$ cat config.mk
export PLATFORM = sky130hd
export DESIGN_NAME = cts_regs
export DESIGN_NICKNAME = d
export VERILOG_FILES = /design/src/logic/cts_pkg.sv /design/src/logic/cts_fid_mem.sv /design/src/logic/cts_regs.sv
export VERILOG_INCLUDE_DIRS = /design/src /design/src/logic
export SDC_FILE = /design/constraint.sdc
export NUM_CORES = 1
export LEC_CHECK = 0
export BUFFER_PORTS_ARGS = -buffer_cell sky130_fd_sc_hd__buf_2
export CORE_MARGIN = 3
export CORE_UTILIZATION = 58
export DETAILED_ROUTE_END_ITERATION = 8
export GPL_TIMING_DRIVEN = 0
export HOLD_SLACK_MARGIN = 0.15
export PLACE_DENSITY = 0.75
export SLEW_MARGIN = 15
export SYNTH_ARGS = -nofsm -noshare
export SYNTH_HDL_FRONTEND = slang
export SYNTH_SLANG_ARGS = --single-unit
$ cat constraint.sdc
create_clock -name pclk -period 9.3 [get_ports pclk]
set_input_delay 2.325 -clock pclk [delete_from_list [all_inputs] [get_ports pclk]]
set_output_delay 2.325 -clock pclk [all_outputs]
set_load 0.03 [all_outputs]
$ cat src/logic/cts_defines.svh
// Address map, field positions and reset values of the timer/filter slice.
// Assumes a 16-bit APB byte address and 32-bit data.
`ifndef CTS_DEFINES_SVH
`define CTS_DEFINES_SVH

`define CTS_ADDR_W 16
`define CTS_DATA_W 32
`define CTS_FIFOS 16
`define CTS_FILTERS 16
`define CTS_IDX_W 4

// Register bases, byte addresses
`define CTS_ADDR_CTRL 16'hb000
`define CTS_ADDR_OVF 16'hb060
`define CTS_ADDR_TMR 16'hb070
`define CTS_ADDR_MASK3 16'hb0b0
`define CTS_ADDR_FC0 16'hb0c0
`define CTS_ADDR_FC1 16'hb0d0
`define CTS_ADDR_FC2 16'hb0e0
`define CTS_ADDR_FC3 16'hb0f0
`define CTS_ADDR_FID0 16'hb140
`define CTS_ADDR_FID_LAST 16'hb23f
`define CTS_ADDR_INT_STAT 16'hb300
`define CTS_ADDR_INT_MASK 16'hb310

// Alias field of the byte address
`define CTS_ALIAS_MSB 3
`define CTS_ALIAS_LSB 2
`define CTS_BASE_MASK 16'hfff3
`define CTS_FID_IDX_MSB 7
`define CTS_FID_IDX_LSB 4

// Field positions
`define CTS_CAP_BIT 20
`define CTS_TS_MSB 31
`define CTS_TS_LSB 16
`define CTS_PRE_MSB 15
`define CTS_PRE_LSB 0
`define CTS_LOW_MSB 15
`define CTS_HIGH_MSB 31
`define CTS_HIGH_LSB 16

// Values
`define CTS_ZERO32 32'h0000_0000
`define CTS_ZERO16 16'h0000
`define CTS_ONE16 16'h0001
`define CTS_TS_MAX 16'hffff

`endif

$ cat src/logic/cts_pkg.sv
// Types shared by the timer/filter register slice.
// Assumes cts_defines.svh supplies the numeric constants.
package cts_pkg;

  typedef enum logic [1:0] {
    cts_alias_base = 2'b00,
    cts_alias_clear = 2'b01,
    cts_alias_set = 2'b10,
    cts_alias_invert = 2'b11
  } cts_alias_type;

  typedef enum logic [3:0] {
    cts_sel_none = 4'h0,
    cts_sel_ctrl = 4'h1,
    cts_sel_ovf = 4'h2,
    cts_sel_tmr = 4'h3,
    cts_sel_mask3 = 4'h4,
    cts_sel_fc = 4'h5,
    cts_sel_fid = 4'h6,
    cts_sel_int_stat = 4'h7,
    cts_sel_int_mask = 4'h8
  } cts_sel_type;

endpackage : cts_pkg

$ cat src/logic/cts_fid_mem.sv
// Filter identifier storage, one word per filter, registered read data.
// Assumes one write port and one read port on the same clock; no reset.
`timescale 1ns/1ns
`include "cts_defines.svh"

module cts_fid_mem #(
  parameter int depth = `CTS_FILTERS,
  parameter int idx_w = `CTS_IDX_W,
  parameter int data_w = `CTS_DATA_W
) (
  input wire logic pclk,
  input wire logic write_en,
  input wire logic [idx_w-1:0] write_idx,
  input wire logic [data_w-1:0] write_data,
  input wire logic [idx_w-1:0] read_idx,
  output logic [data_w-1:0] read_data
);

  logic [data_w-1:0] words [depth];

  // Contents undefined until software writes them
  always_ff @(posedge pclk) begin
    if (write_en) begin
      words[write_idx] <= write_data;
    end
    read_data <= words[read_idx];
  end

endmodule : cts_fid_mem

$ cat src/logic/cts_regs.sv
// APB register slice: time-stamp timer, overflow flags, filter registers.
// Assumes FIFO logic pulses overflow events and releases; one clock pclk.
//
// What this block does
// - Capture enable set: count advances once per prescaler interval.
// - Prescale zero steps every clock; all ones every 65535 clocks.
// - Capture enable clear: count and prescaler count hold still.
// - Any timer register write loads count and prescale and zeroes the prescaler count.
// - Timer word: count in high half, prescale in low, reset zero.
// - Sixteen read-only overflow flags, one per FIFO, reset zero.
// - Upper half of overflow status always reads zero.
// - Clear, set, invert aliases at base plus 0x4, 0x8, 0xC.
// - Filter controls and mask reset zero; identifiers undefined.
//
// Added by the designer: the APB register port.
`timescale 1ns/1ns
`include "cts_defines.svh"

module cts_regs #(
  parameter int fifos = `CTS_FIFOS
) (
  input wire logic pclk,
  input wire logic presetn,
  input wire logic psel,
  input wire logic penable,
  input wire logic pwrite,
  input wire logic [`CTS_ADDR_W-1:0] paddr,
  input wire logic [`CTS_DATA_W-1:0] pwdata,
  output logic [`CTS_DATA_W-1:0] prdata,
  output logic pready,
  output logic pslverr,
  input wire logic [fifos-1:0] rx_overflow_event,
  input wire logic [fifos-1:0] rx_overflow_release,
  output logic timestamp_capture_enable,
  output logic [15:0] timestamp_count,
  output logic [`CTS_DATA_W-1:0] rx_acceptance_mask_3,
  output logic [4*`CTS_DATA_W-1:0] filter_control,
  output logic irq
);

  function automatic logic [`CTS_DATA_W-1:0] apply_alias(
    input logic [`CTS_DATA_W-1:0] old,
    input logic [`CTS_DATA_W-1:0] data,
    input cts_pkg::cts_alias_type op
  );
    case (op)
      cts_pkg::cts_alias_clear: apply_alias = old & ~data;
      cts_pkg::cts_alias_set: apply_alias = old | data;
      cts_pkg::cts_alias_invert: apply_alias = old ^ data;
      default: apply_alias = data;
    endcase
  endfunction : apply_alias

  // Address decode
  cts_pkg::cts_sel_type sel;
  cts_pkg::cts_alias_type op;
  logic [`CTS_ADDR_W-1:0] base;
  logic [`CTS_ADDR_W-1:0] fid_off;
  logic [1:0] fc_idx;
  logic [`CTS_IDX_W-1:0] fid_idx;

  always_comb begin
    base = paddr & `CTS_BASE_MASK;
    op = cts_pkg::cts_alias_type'(paddr[`CTS_ALIAS_MSB:`CTS_ALIAS_LSB]);
    fid_off = paddr - `CTS_ADDR_FID0;
    fid_idx = fid_off[`CTS_FID_IDX_MSB:`CTS_FID_IDX_LSB];
    fc_idx = 2'b00;
    sel = cts_pkg::cts_sel_none;
    if (paddr >= `CTS_ADDR_FID0 && paddr <= `CTS_ADDR_FID_LAST) begin
      sel = cts_pkg::cts_sel_fid;
    end else begin
      case (base)
        `CTS_ADDR_CTRL: sel = cts_pkg::cts_sel_ctrl;
        `CTS_ADDR_OVF: sel = cts_pkg::cts_sel_ovf;
        `CTS_ADDR_TMR: sel = cts_pkg::cts_sel_tmr;
        `CTS_ADDR_MASK3: sel = cts_pkg::cts_sel_mask3;
        `CTS_ADDR_FC0: sel = cts_pkg::cts_sel_fc;
        `CTS_ADDR_FC1: begin
          sel = cts_pkg::cts_sel_fc;
          fc_idx = 2'b01;
        end
        `CTS_ADDR_FC2: begin
          sel = cts_pkg::cts_sel_fc;
          fc_idx = 2'b10;
        end
        `CTS_ADDR_FC3: begin
          sel = cts_pkg::cts_sel_fc;
          fc_idx = 2'b11;
        end
        `CTS_ADDR_INT_STAT: begin
          if (op == cts_pkg::cts_alias_base) begin
            sel = cts_pkg::cts_sel_int_stat;
          end
        end
        `CTS_ADDR_INT_MASK: begin
          if (op == cts_pkg::cts_alias_base) begin
            sel = cts_pkg::cts_sel_int_mask;
          end
        end
        default: sel = cts_pkg::cts_sel_none;
      endcase
    end
  end

  logic setup;
  logic access;
  logic wr;
  logic rd_setup;
  logic tmr_wr;

  assign setup = psel & ~penable;
  assign access = psel & penable;
  assign pready = access;
  assign pslverr = access & (sel == cts_pkg::cts_sel_none);
  assign wr = access & pwrite & (sel != cts_pkg::cts_sel_none);
  assign rd_setup = setup & ~pwrite;
  assign tmr_wr = wr & (sel == cts_pkg::cts_sel_tmr);

  // Register state
  logic cap;
  logic [15:0] ts;
  logic [15:0] prescale;
  logic [15:0] presc_cnt;
  logic [fifos-1:0] ovf;
  logic [fifos-1:0] int_stat;
  logic [fifos-1:0] int_mask;
  logic [`CTS_DATA_W-1:0] mask3;
  logic [`CTS_DATA_W-1:0] fc [4];
  logic [`CTS_DATA_W-1:0] rdata_q;
  logic fid_rd_q;

  logic next_cap;
  logic [15:0] next_ts;
  logic [15:0] next_prescale;
  logic [15:0] next_presc_cnt;
  logic [fifos-1:0] next_ovf;
  logic [fifos-1:0] next_int_stat;
  logic [fifos-1:0] next_int_mask;
  logic [`CTS_DATA_W-1:0] next_mask3;
  logic [`CTS_DATA_W-1:0] next_fc [4];
  logic [`CTS_DATA_W-1:0] next_rdata;
  logic next_fid_rd;

  logic [`CTS_DATA_W-1:0] ctrl_word;
  logic [`CTS_DATA_W-1:0] ctrl_new;
  logic [`CTS_DATA_W-1:0] tmr_word;
  logic [`CTS_DATA_W-1:0] new_word;
  logic [`CTS_DATA_W-1:0] fid_rdata;
  logic [15:0] presc_cnt_inc;
  logic tick;

  always_comb begin
    ctrl_word = `CTS_ZERO32;
    ctrl_word[`CTS_CAP_BIT] = cap;
    tmr_word = {ts, prescale};
    ctrl_new = apply_alias(ctrl_word, pwdata, op);
  end

  // Prescaler and time-stamp count
  always_comb begin
    presc_cnt_inc = presc_cnt + `CTS_ONE16;
    tick = (prescale == `CTS_ZERO16) || (presc_cnt_inc >= prescale);
    next_ts = ts;
    next_prescale = prescale;
    next_presc_cnt = presc_cnt;
    if (tmr_wr) begin
      new_word = apply_alias(tmr_word, pwdata, op);
      next_ts = new_word[`CTS_TS_MSB:`CTS_TS_LSB];
      next_prescale = new_word[`CTS_PRE_MSB:`CTS_PRE_LSB];
      next_presc_cnt = `CTS_ZERO16;
    end else begin
      new_word = `CTS_ZERO32;
      if (cap) begin
        if (tick) begin
          next_presc_cnt = `CTS_ZERO16;
          next_ts = ts + `CTS_ONE16;
        end else begin
          next_presc_cnt = presc_cnt_inc;
        end
      end
    end
  end

  // Control, filter and interrupt registers
  always_comb begin
    next_cap = cap;
    next_mask3 = mask3;
    next_int_mask = int_mask;
    for (int i = 0; i < 4; i++) begin
      next_fc[i] = fc[i];
    end
    if (wr) begin
      case (sel)
        cts_pkg::cts_sel_ctrl: next_cap = ctrl_new[`CTS_CAP_BIT];
        cts_pkg::cts_sel_mask3: next_mask3 = apply_alias(mask3, pwdata, op);
        cts_pkg::cts_sel_fc: begin
          next_fc[fc_idx] = apply_alias(fc[fc_idx], pwdata, op);
        end
        cts_pkg::cts_sel_int_mask: next_int_mask = pwdata[fifos-1:0];
        default: next_cap = cap;
      endcase
    end
  end

  // Overflow flags and interrupt status: a set beats a same-cycle clear
  generate
    for (genvar g = 0; g < fifos; g++) begin : g_fifo
      always_comb begin
        next_ovf[g] = rx_overflow_event[g] |
          (ovf[g] & ~rx_overflow_release[g]);
        next_int_stat[g] = rx_overflow_event[g] | (int_stat[g] &
          ~(wr & (sel == cts_pkg::cts_sel_int_stat) & pwdata[g]));
      end
    end
  endgenerate

  // Read data captured in the setup cycle
  always_comb begin
    next_rdata = rdata_q;
    next_fid_rd = 1'b0;
    if (rd_setup) begin
      case (sel)
        cts_pkg::cts_sel_ctrl: next_rdata = ctrl_word;
        cts_pkg::cts_sel_ovf: begin
          next_rdata = `CTS_ZERO32;
          next_rdata[fifos-1:0] = ovf;
        end
        cts_pkg::cts_sel_tmr: next_rdata = tmr_word;
        cts_pkg::cts_sel_mask3: next_rdata = mask3;
        cts_pkg::cts_sel_fc: next_rdata = fc[fc_idx];
        cts_pkg::cts_sel_fid: next_fid_rd = 1'b1;
        cts_pkg::cts_sel_int_stat: begin
          next_rdata = `CTS_ZERO32;
          next_rdata[fifos-1:0] = int_stat;
        end
        cts_pkg::cts_sel_int_mask: begin
          next_rdata = `CTS_ZERO32;
          next_rdata[fifos-1:0] = int_mask;
        end
        default: next_rdata = `CTS_ZERO32;
      endcase
    end
  end

  always_ff @(posedge pclk or negedge presetn) begin
    if (!presetn) begin
      cap <= 1'b0;
      ts <= `CTS_ZERO16;
      prescale <= `CTS_ZERO16;
      presc_cnt <= `CTS_ZERO16;
      ovf <= '0;
      int_stat <= '0;
      int_mask <= '0;
      mask3 <= `CTS_ZERO32;
      for (int i = 0; i < 4; i++) begin
        fc[i] <= `CTS_ZERO32;
      end
      rdata_q <= `CTS_ZERO32;
      fid_rd_q <= 1'b0;
    end else begin
      cap <= next_cap;
      ts <= next_ts;
      prescale <= next_prescale;
      presc_cnt <= next_presc_cnt;
      ovf <= next_ovf;
      int_stat <= next_int_stat;
      int_mask <= next_int_mask;
      mask3 <= next_mask3;
      for (int i = 0; i < 4; i++) begin
        fc[i] <= next_fc[i];
      end
      rdata_q <= next_rdata;
      fid_rd_q <= next_fid_rd;
    end
  end

  // Identifier words; old value is on read_data during the access cycle
  cts_fid_mem #(
    .depth(`CTS_FILTERS),
    .idx_w(`CTS_IDX_W),
    .data_w(`CTS_DATA_W)
  ) u_fid_mem (
    .pclk(pclk),
    .write_en(wr & (sel == cts_pkg::cts_sel_fid)),
    .write_idx(fid_idx),
    .write_data(apply_alias(fid_rdata, pwdata, op)),
    .read_idx(fid_idx),
    .read_data(fid_rdata)
  );

  assign prdata = fid_rd_q ? fid_rdata : rdata_q;
  assign irq = |(int_stat & int_mask);
  assign timestamp_capture_enable = cap;
  assign timestamp_count = ts;
  assign rx_acceptance_mask_3 = mask3;
  assign filter_control = {fc[3], fc[2], fc[1], fc[0]};

  // Checks
  logic fc_touched;
  always_ff @(posedge pclk or negedge presetn) begin
    if (!presetn) begin
      fc_touched <= 1'b0;
    end else if (wr && sel == cts_pkg::cts_sel_fc) begin
      fc_touched <= 1'b1;
    end
  end
endmodule : cts_regs

==> impl_metrics.tcl, run 1 <==
set metrics [dict create \
    final_area_um2 47890 \
    yosysSeqAreaShare 0.5619 \
    die_h_um 273.2 \
    ys_async_sr_fraction 0.3477 \
    synthMostInstantiatedCell "edfxtp_1" \
    synth_top_cell_area_share 0.3712 \
    fin_skew_ps 42.64 \
    synth.distinct_cells 64 \
    post_cts_resized 0 \
    synth_edf_count 512 \
    hold_path_class "reg2reg" \
    gp_congestion 0.9741 \
    drv_slew 0 \
    p_leak_nw 19.28 \
    drv_cap 0 \
    tightest_slew_ps 1108 \
    num_io_pins 297 \
    core_area_um2 70390 \
    synth-seq-cells 834 \
    wire_per_inst_um 30.45 \
    cts_root_buf "clkbuf_16" \
    portBuffers 295 \
    ctsHoldBuffers 0 \
    layout.cells.non_filler 4486 \
    grt_max_degree 101 \
    path_cells "buf_2 > clkbuf_1 > buf_1 > inv_1 > ha_1 > nand3_1 > nor4_4 > clkbuf_1 > nor3_1 > o21ai_0 > nor2_1 > buf_2" \
    cts_made_buffers 85 \
    drt_iter0_markers 3856 \
    fillers 4932 \
    max_freq_mhz 117.4 \
    netlist_area_um2 41420 \
    cts_tree "built" \
    tns_ps 0 \
    worst_ep_arrival_time_ps 6190 \
    dieArea_um2 74650 \
    crit_path_start_kind "input port" \
    post-cts-setup-buffers 0 \
    netlist_top_cells_count "edfxtp_1, dfrtp_1, nand2_1" \
    avgSynthCellArea_um2 13.54 \
    final_util 0.6803 \
    drc_errors 0 \
    placementRows 97 \
    final_hold_viol_count 0 \
    reg2reg_depth 13 \
    fin_crit_sh 0.9160 \
    min_period_ps 8519 \
    placed_area_um2 44930 \
    syn_nets 3425 \
    grt_pass1_vias 29680 \
    hpwl_mm 98.08 \
    crit_required_ps 6980 \
    via_per_inst 6.625 \
    drt-pass1-iter-count 6 \
    pwr_density_cell_nw_per_um2 176.7 \
    end_kind "primary output" \
    ir_worst_vdd_uv 185.6 \
    overflow 0 \
    cpMaxStageDelayCell "buf_1" \
    initial_utilization 0.5884 \
    max_stage_delay_ps 810 \
    relSlewSlack 0.2615 \
    power_mw 8.460 \
    die_w_um 273.2 \
    yosys_warnings 0 \
    drive_gt1_frac 0.2466 \
    fin_nets 3836 \
    cts.path.max_buffers 3 \
    wl_mm 136.6 \
    clk_pin_slew_ps 60 \
    dr_total_vias 29720 \
    status "finished, final reports clean" \
    place_inst 4322 \
    path_max_fanout 10 \
    criticalPathCategory "in2out" \
    rsz0062_at_grt "no" \
    grt_pass1_wl_mm 199.4 \
    htreeDepth 3 \
    synthCells 3059 \
    ant_nets 0 \
    globalRouteTotalUtil 0.3671 \
    whs_path_depth 1 \
    grt_antenna_before_repair 8 \
    synthFlopType "edfxtp_1" \
    clock_latency_ps 670 \
    cts.sinks 834 \
    area_growth_syn_to_layout_pct 15.62 \
    synth.area.top_cells "edfxtp_1, dfrtp_1, mux4_2, ha_1, mux2_2" \
    setup_viol 0 \
    yosysTopAreaCell "edfxtp_1" \
]
[layer usage]
layer | vias to the layer above | GRT usage | part of all wire
met2 | 2007 | 0.5870 | 0.47
li1 | 12380 | - | -
met5 | - | 0 | 0.00017
met4 | 4 | 0.1635 | 0.048
met3 | 405 | 0.08634 | 0.11
met1 | 14920 | 0.4826 | 0.37
[worst max-delay path, delay by kind of cell]
family / cells / cell delay [ps]
buf+inv: 6 / 2280
simple gates: 4 / 1080
fa+ha+maj: 1 / 380
compound gates: 1 / 100
[cells by family (layout without fill, tap and decap cells)]
family	count (synthesis)	in the layout	synth area share
muxes	368	368	0.1508
and+or+nand+nor	463	463	0.04788
other	0	6	0
AOI/OAI and AO/OA	680	680	0.1101
buffers and inverters	406	887	0.03867
adders and majority gates	281	281	0.08489
xor gates and xnor gates	27	27	0.005709
DFF	834	834	0.5619
[cells in the final DEF (no fill, tap or decap), types with 129 or more instances in the layout]
cell type,synthesis,layout
a211oi_1,132,131
a21oi_1,137,137
buf_2,14,309
clkbuf_1,135,145
dfrtp_1,290,290
edfxtp_1,512,512
ha_1,281,281
inv_1,217,217
mux2_2,129,129
mux4_2,192,192
nand2_1,287,287
[through the flow]
stage | hold slack, ps | setup WS [ps]
3_3_place_gp | 468.8 | 258.4
4_1_cts | 490.0 | 834.0
2_1_floorplan | 449.8 | 2141
5_1_grt | 504.7 | 523.8
6_report | 489.9 | 781.0
3_5_place_dp | 475.5 | 739.3
[cell type report]
cell class / instances / area, um2 / area share
clock buffer: 106 / 2297 / 0.04797
buffer: 189 / 795.8 / 0.01662
tap: 940 / 1176 / 0.02456
clock inverter: 51 / 621.8 / 0.01299
antenna: 6 / 15.01 / 0.0003135
sequential: 834 / 23270 / 0.4860
timing repair buffer: 324 / 2211 / 0.04617
multi-input combinational: 1819 / 16680 / 0.3484
inverter: 217 / 814.5 / 0.01701
[report_power, final]
group          leakage [nW]  switching [mW]  total, mW  internal (mW)
combinational          9.27           0.524      0.786          0.262
sequential             8.61          0.0547       4.10           4.05
clock                  1.41            1.58       3.57           1.99
[path summary, 6_finish.rpt]
path / startpoint / slack, ps / to
worst max-delay path: paddr[6] / 780 / pslverr
worst min-delay path: ovf[5] / 490 / ovf[5]
worst max register to register: presc_cnt[0] / 4290 / presc_cnt[5]
worst min register to register: ovf[5] / 490 / ovf[5]
max in group asynchronous: presetn / 6500 / rx_acceptance_mask_3[26]
min in group asynchronous: presetn / 1630 / filter_control[102]
[state kept, by name, indices dropped and copies added (netlist names)]
name	cells
u_fid_mem.read_data	32
presc_cnt	16
timestamp_count	16
int_stat	16
filter_control	128
u_fid_mem.words	512
timestamp_capture_enable	1
prescale	16
rx_acceptance_mask_3	32
fid_rd_q	1
int_mask	16
ovf	16
rdata_q	32
Power figures use the tool's default switching activity.
==> run 2, diff against run 1 <==
--- a/config.mk
+++ b/config.mk
@@ -12,7 +12,7 @@
 export DETAILED_ROUTE_END_ITERATION = 8
 export GPL_TIMING_DRIVEN = 0
 export HOLD_SLACK_MARGIN = 0.15
-export PLACE_DENSITY = 0.75
+export PLACE_DENSITY_LB_ADDON = 0.2
 export SLEW_MARGIN = 15
 export SYNTH_ARGS = -nofsm -noshare
 export SYNTH_HDL_FRONTEND = slang
==> run 2 against run 1 <==
  * Register-to-register slack got worse by 50 ps
  * Sequential share of layout area barely moved
  * Combinational power fell by 0.6%
  * Design area barely moved
  * Die area did not move
  * Fmax fell by 2.7%
  * Clock-buffer cell count rose by 15
  * Largest cell class unchanged
  * Total power barely moved
  * First-iteration DRC count rose by 8.6%
  * Critical path depth did not move
  * Critical path type unchanged
  * Sequential power barely moved
  * Worst hold slack improved by 3.3 ps
==> impl_metrics.tcl, run 2 (synthesis results as in run 1) <==
set metrics [dict create \
    status "finished, final reports clean" \
    post_cts_resized 0 \
    post-cts-setup-buffers 0 \
    cts_tree "built" \
    worst_ep_arrival_time_ps 6430 \
    final_hold_viol_count 0 \
    cts.path.max_buffers 3 \
    die_w_um 273.2 \
    drv_cap 0 \
    cts_root_buf "clkbuf_16" \
    clock_latency_ps 680 \
    die_h_um 273.2 \
    dieArea_um2 74650 \
    path_max_fanout 10 \
    grt_antenna_before_repair 10 \
    tightest_slew_ps 1184 \
    htreeDepth 3 \
    wl_mm 135.3 \
    grt_pass1_wl_mm 197.1 \
    end_kind "primary output" \
    p_leak_nw 19.24 \
    grt_pass1_vias 29380 \
    drt-pass1-iter-count 9 \
    path_cells "buf_2 > clkbuf_1 > buf_1 > inv_1 > ha_1 > nand3_1 > nor4_4 > clkbuf_1 > nor3_1 > o21ai_0 > nor2_1 > buf_2" \
    rsz0062_at_grt "no" \
    criticalPathCategory "in2out" \
    max_freq_mhz 114.2 \
    place_inst 4320 \
    drv_slew 0 \
    area_growth_syn_to_layout_pct 15.51 \
    fin_nets 3835 \
    drt_iter0_markers 4189 \
    ant_nets 0 \
    relSlewSlack 0.2107 \
    layout_common_cells "edfxtp_1, buf_2, dfrtp_1" \
    cts_made_buffers 87 \
    cpMaxStageDelayCell "buf_1" \
    max_stage_delay_ps 880 \
    pwr_density_cell_nw_per_um2 176.7 \
    ir_worst_vdd_uv 209.4 \
    fin_ws_ps 541.8 \
    tns_ps 0 \
    gp_congestion 0.9649 \
    portBuffers 295 \
    crit_required_ps 6980 \
    clk_pin_slew_ps 60 \
    drive_gt1_frac 0.2424 \
    fin_skew_ps 50.03 \
    dr_total_vias 29540 \
    num_io_pins 297 \
    overflow 0 \
    ctsHoldBuffers 0 \
    hold_path_class "reg2reg" \
    placementRows 97 \
    fin_crit_sh 0.9417 \
    setup_viol 0 \
    top_register "u_fid_mem.words" \
    via_per_inst 6.586 \
    wire_per_inst_um 30.15 \
    cts.sinks 834 \
    initial_utilization 0.5884 \
    grt_max_degree 96 \
    drc_errors 0 \
    core_area_um2 70390 \
    globalRouteTotalUtil 0.3625 \
    crit_path_start_kind "input port" \
    layout.cells.non_filler 4486 \
    pre_cts_ws_ps 770.6 \
    hpwl_mm 97.74 \
    min_period_ps 8758 \
    final_common_cell "edfxtp_1" \
    largest_reg_flops 512 \
]
run 2: where the power goes:
group          internal (mW)  switching (mW)  leakage, nW  total (mW)
Clock                   2.02            1.55         1.40        3.57
Sequential              4.05          0.0523         8.61        4.10
Combinational          0.262           0.519         9.24       0.781
run 2: critical path, delay by kind of cell:
family                     cells  cell delay (ps)
adders and majority gates      1              370
and+or+nand+nor                4             1190
AOI/OAI and AO/OA              1              110
buffers and inverters          6             2410
run 2: area by class of cell:
cell class | instances | area (um2)
antenna | 6 | 15.01
buffer | 189 | 792.0
clock buffer | 121 | 2436
clock inverter | 39 | 488.0
fill | 4951 | 22550
inverter | 217 | 814.5
multi-input combinational | 1819 | 16680
sequential | 834 | 23270
tap | 940 | 1176
timing repair buffer | 321 | 2165
run 2: final timing paths:
kind,endpoint,from,slack [ps],cells after the start
hold / removal,ovf[11],ovf[11],490,1
setup reg to reg,presc_cnt[4],presc_cnt[0],4240,13
hold reg to reg,ovf[11],ovf[11],490,1
max in group asynchronous,int_stat[7],presetn,6530,3
setup / recovery,pslverr,paddr[6],540,12
min in group asynchronous,filter_control[56],presetn,1480,1
run 2: layer usage:
layer,part of all wire,global-route usage,up-vias
met5,0.00050,0,-
met4,0.041,0.1343,10
met3,0.11,0.08809,356
met2,0.48,0.5884,1878
met1,0.38,0.4788,14940
li1,-,-,12360
run 2: per-stage QoR:
step / power, mW / hold slack, ps / instance area (um2) / util
floorplan: 4.617 / 449.8 / 41420 / -
global placement: 4.878 / 471.3 / 44070 / 0.6261
detailed placement: 4.930 / 479.8 / 44890 / 0.6377
CTS: 8.456 / 493.2 / 47810 / 0.6792
global route: 8.691 / 506.9 / 47830 / 0.6795
finish: 8.454 / 493.2 / 47840 / 0.6796
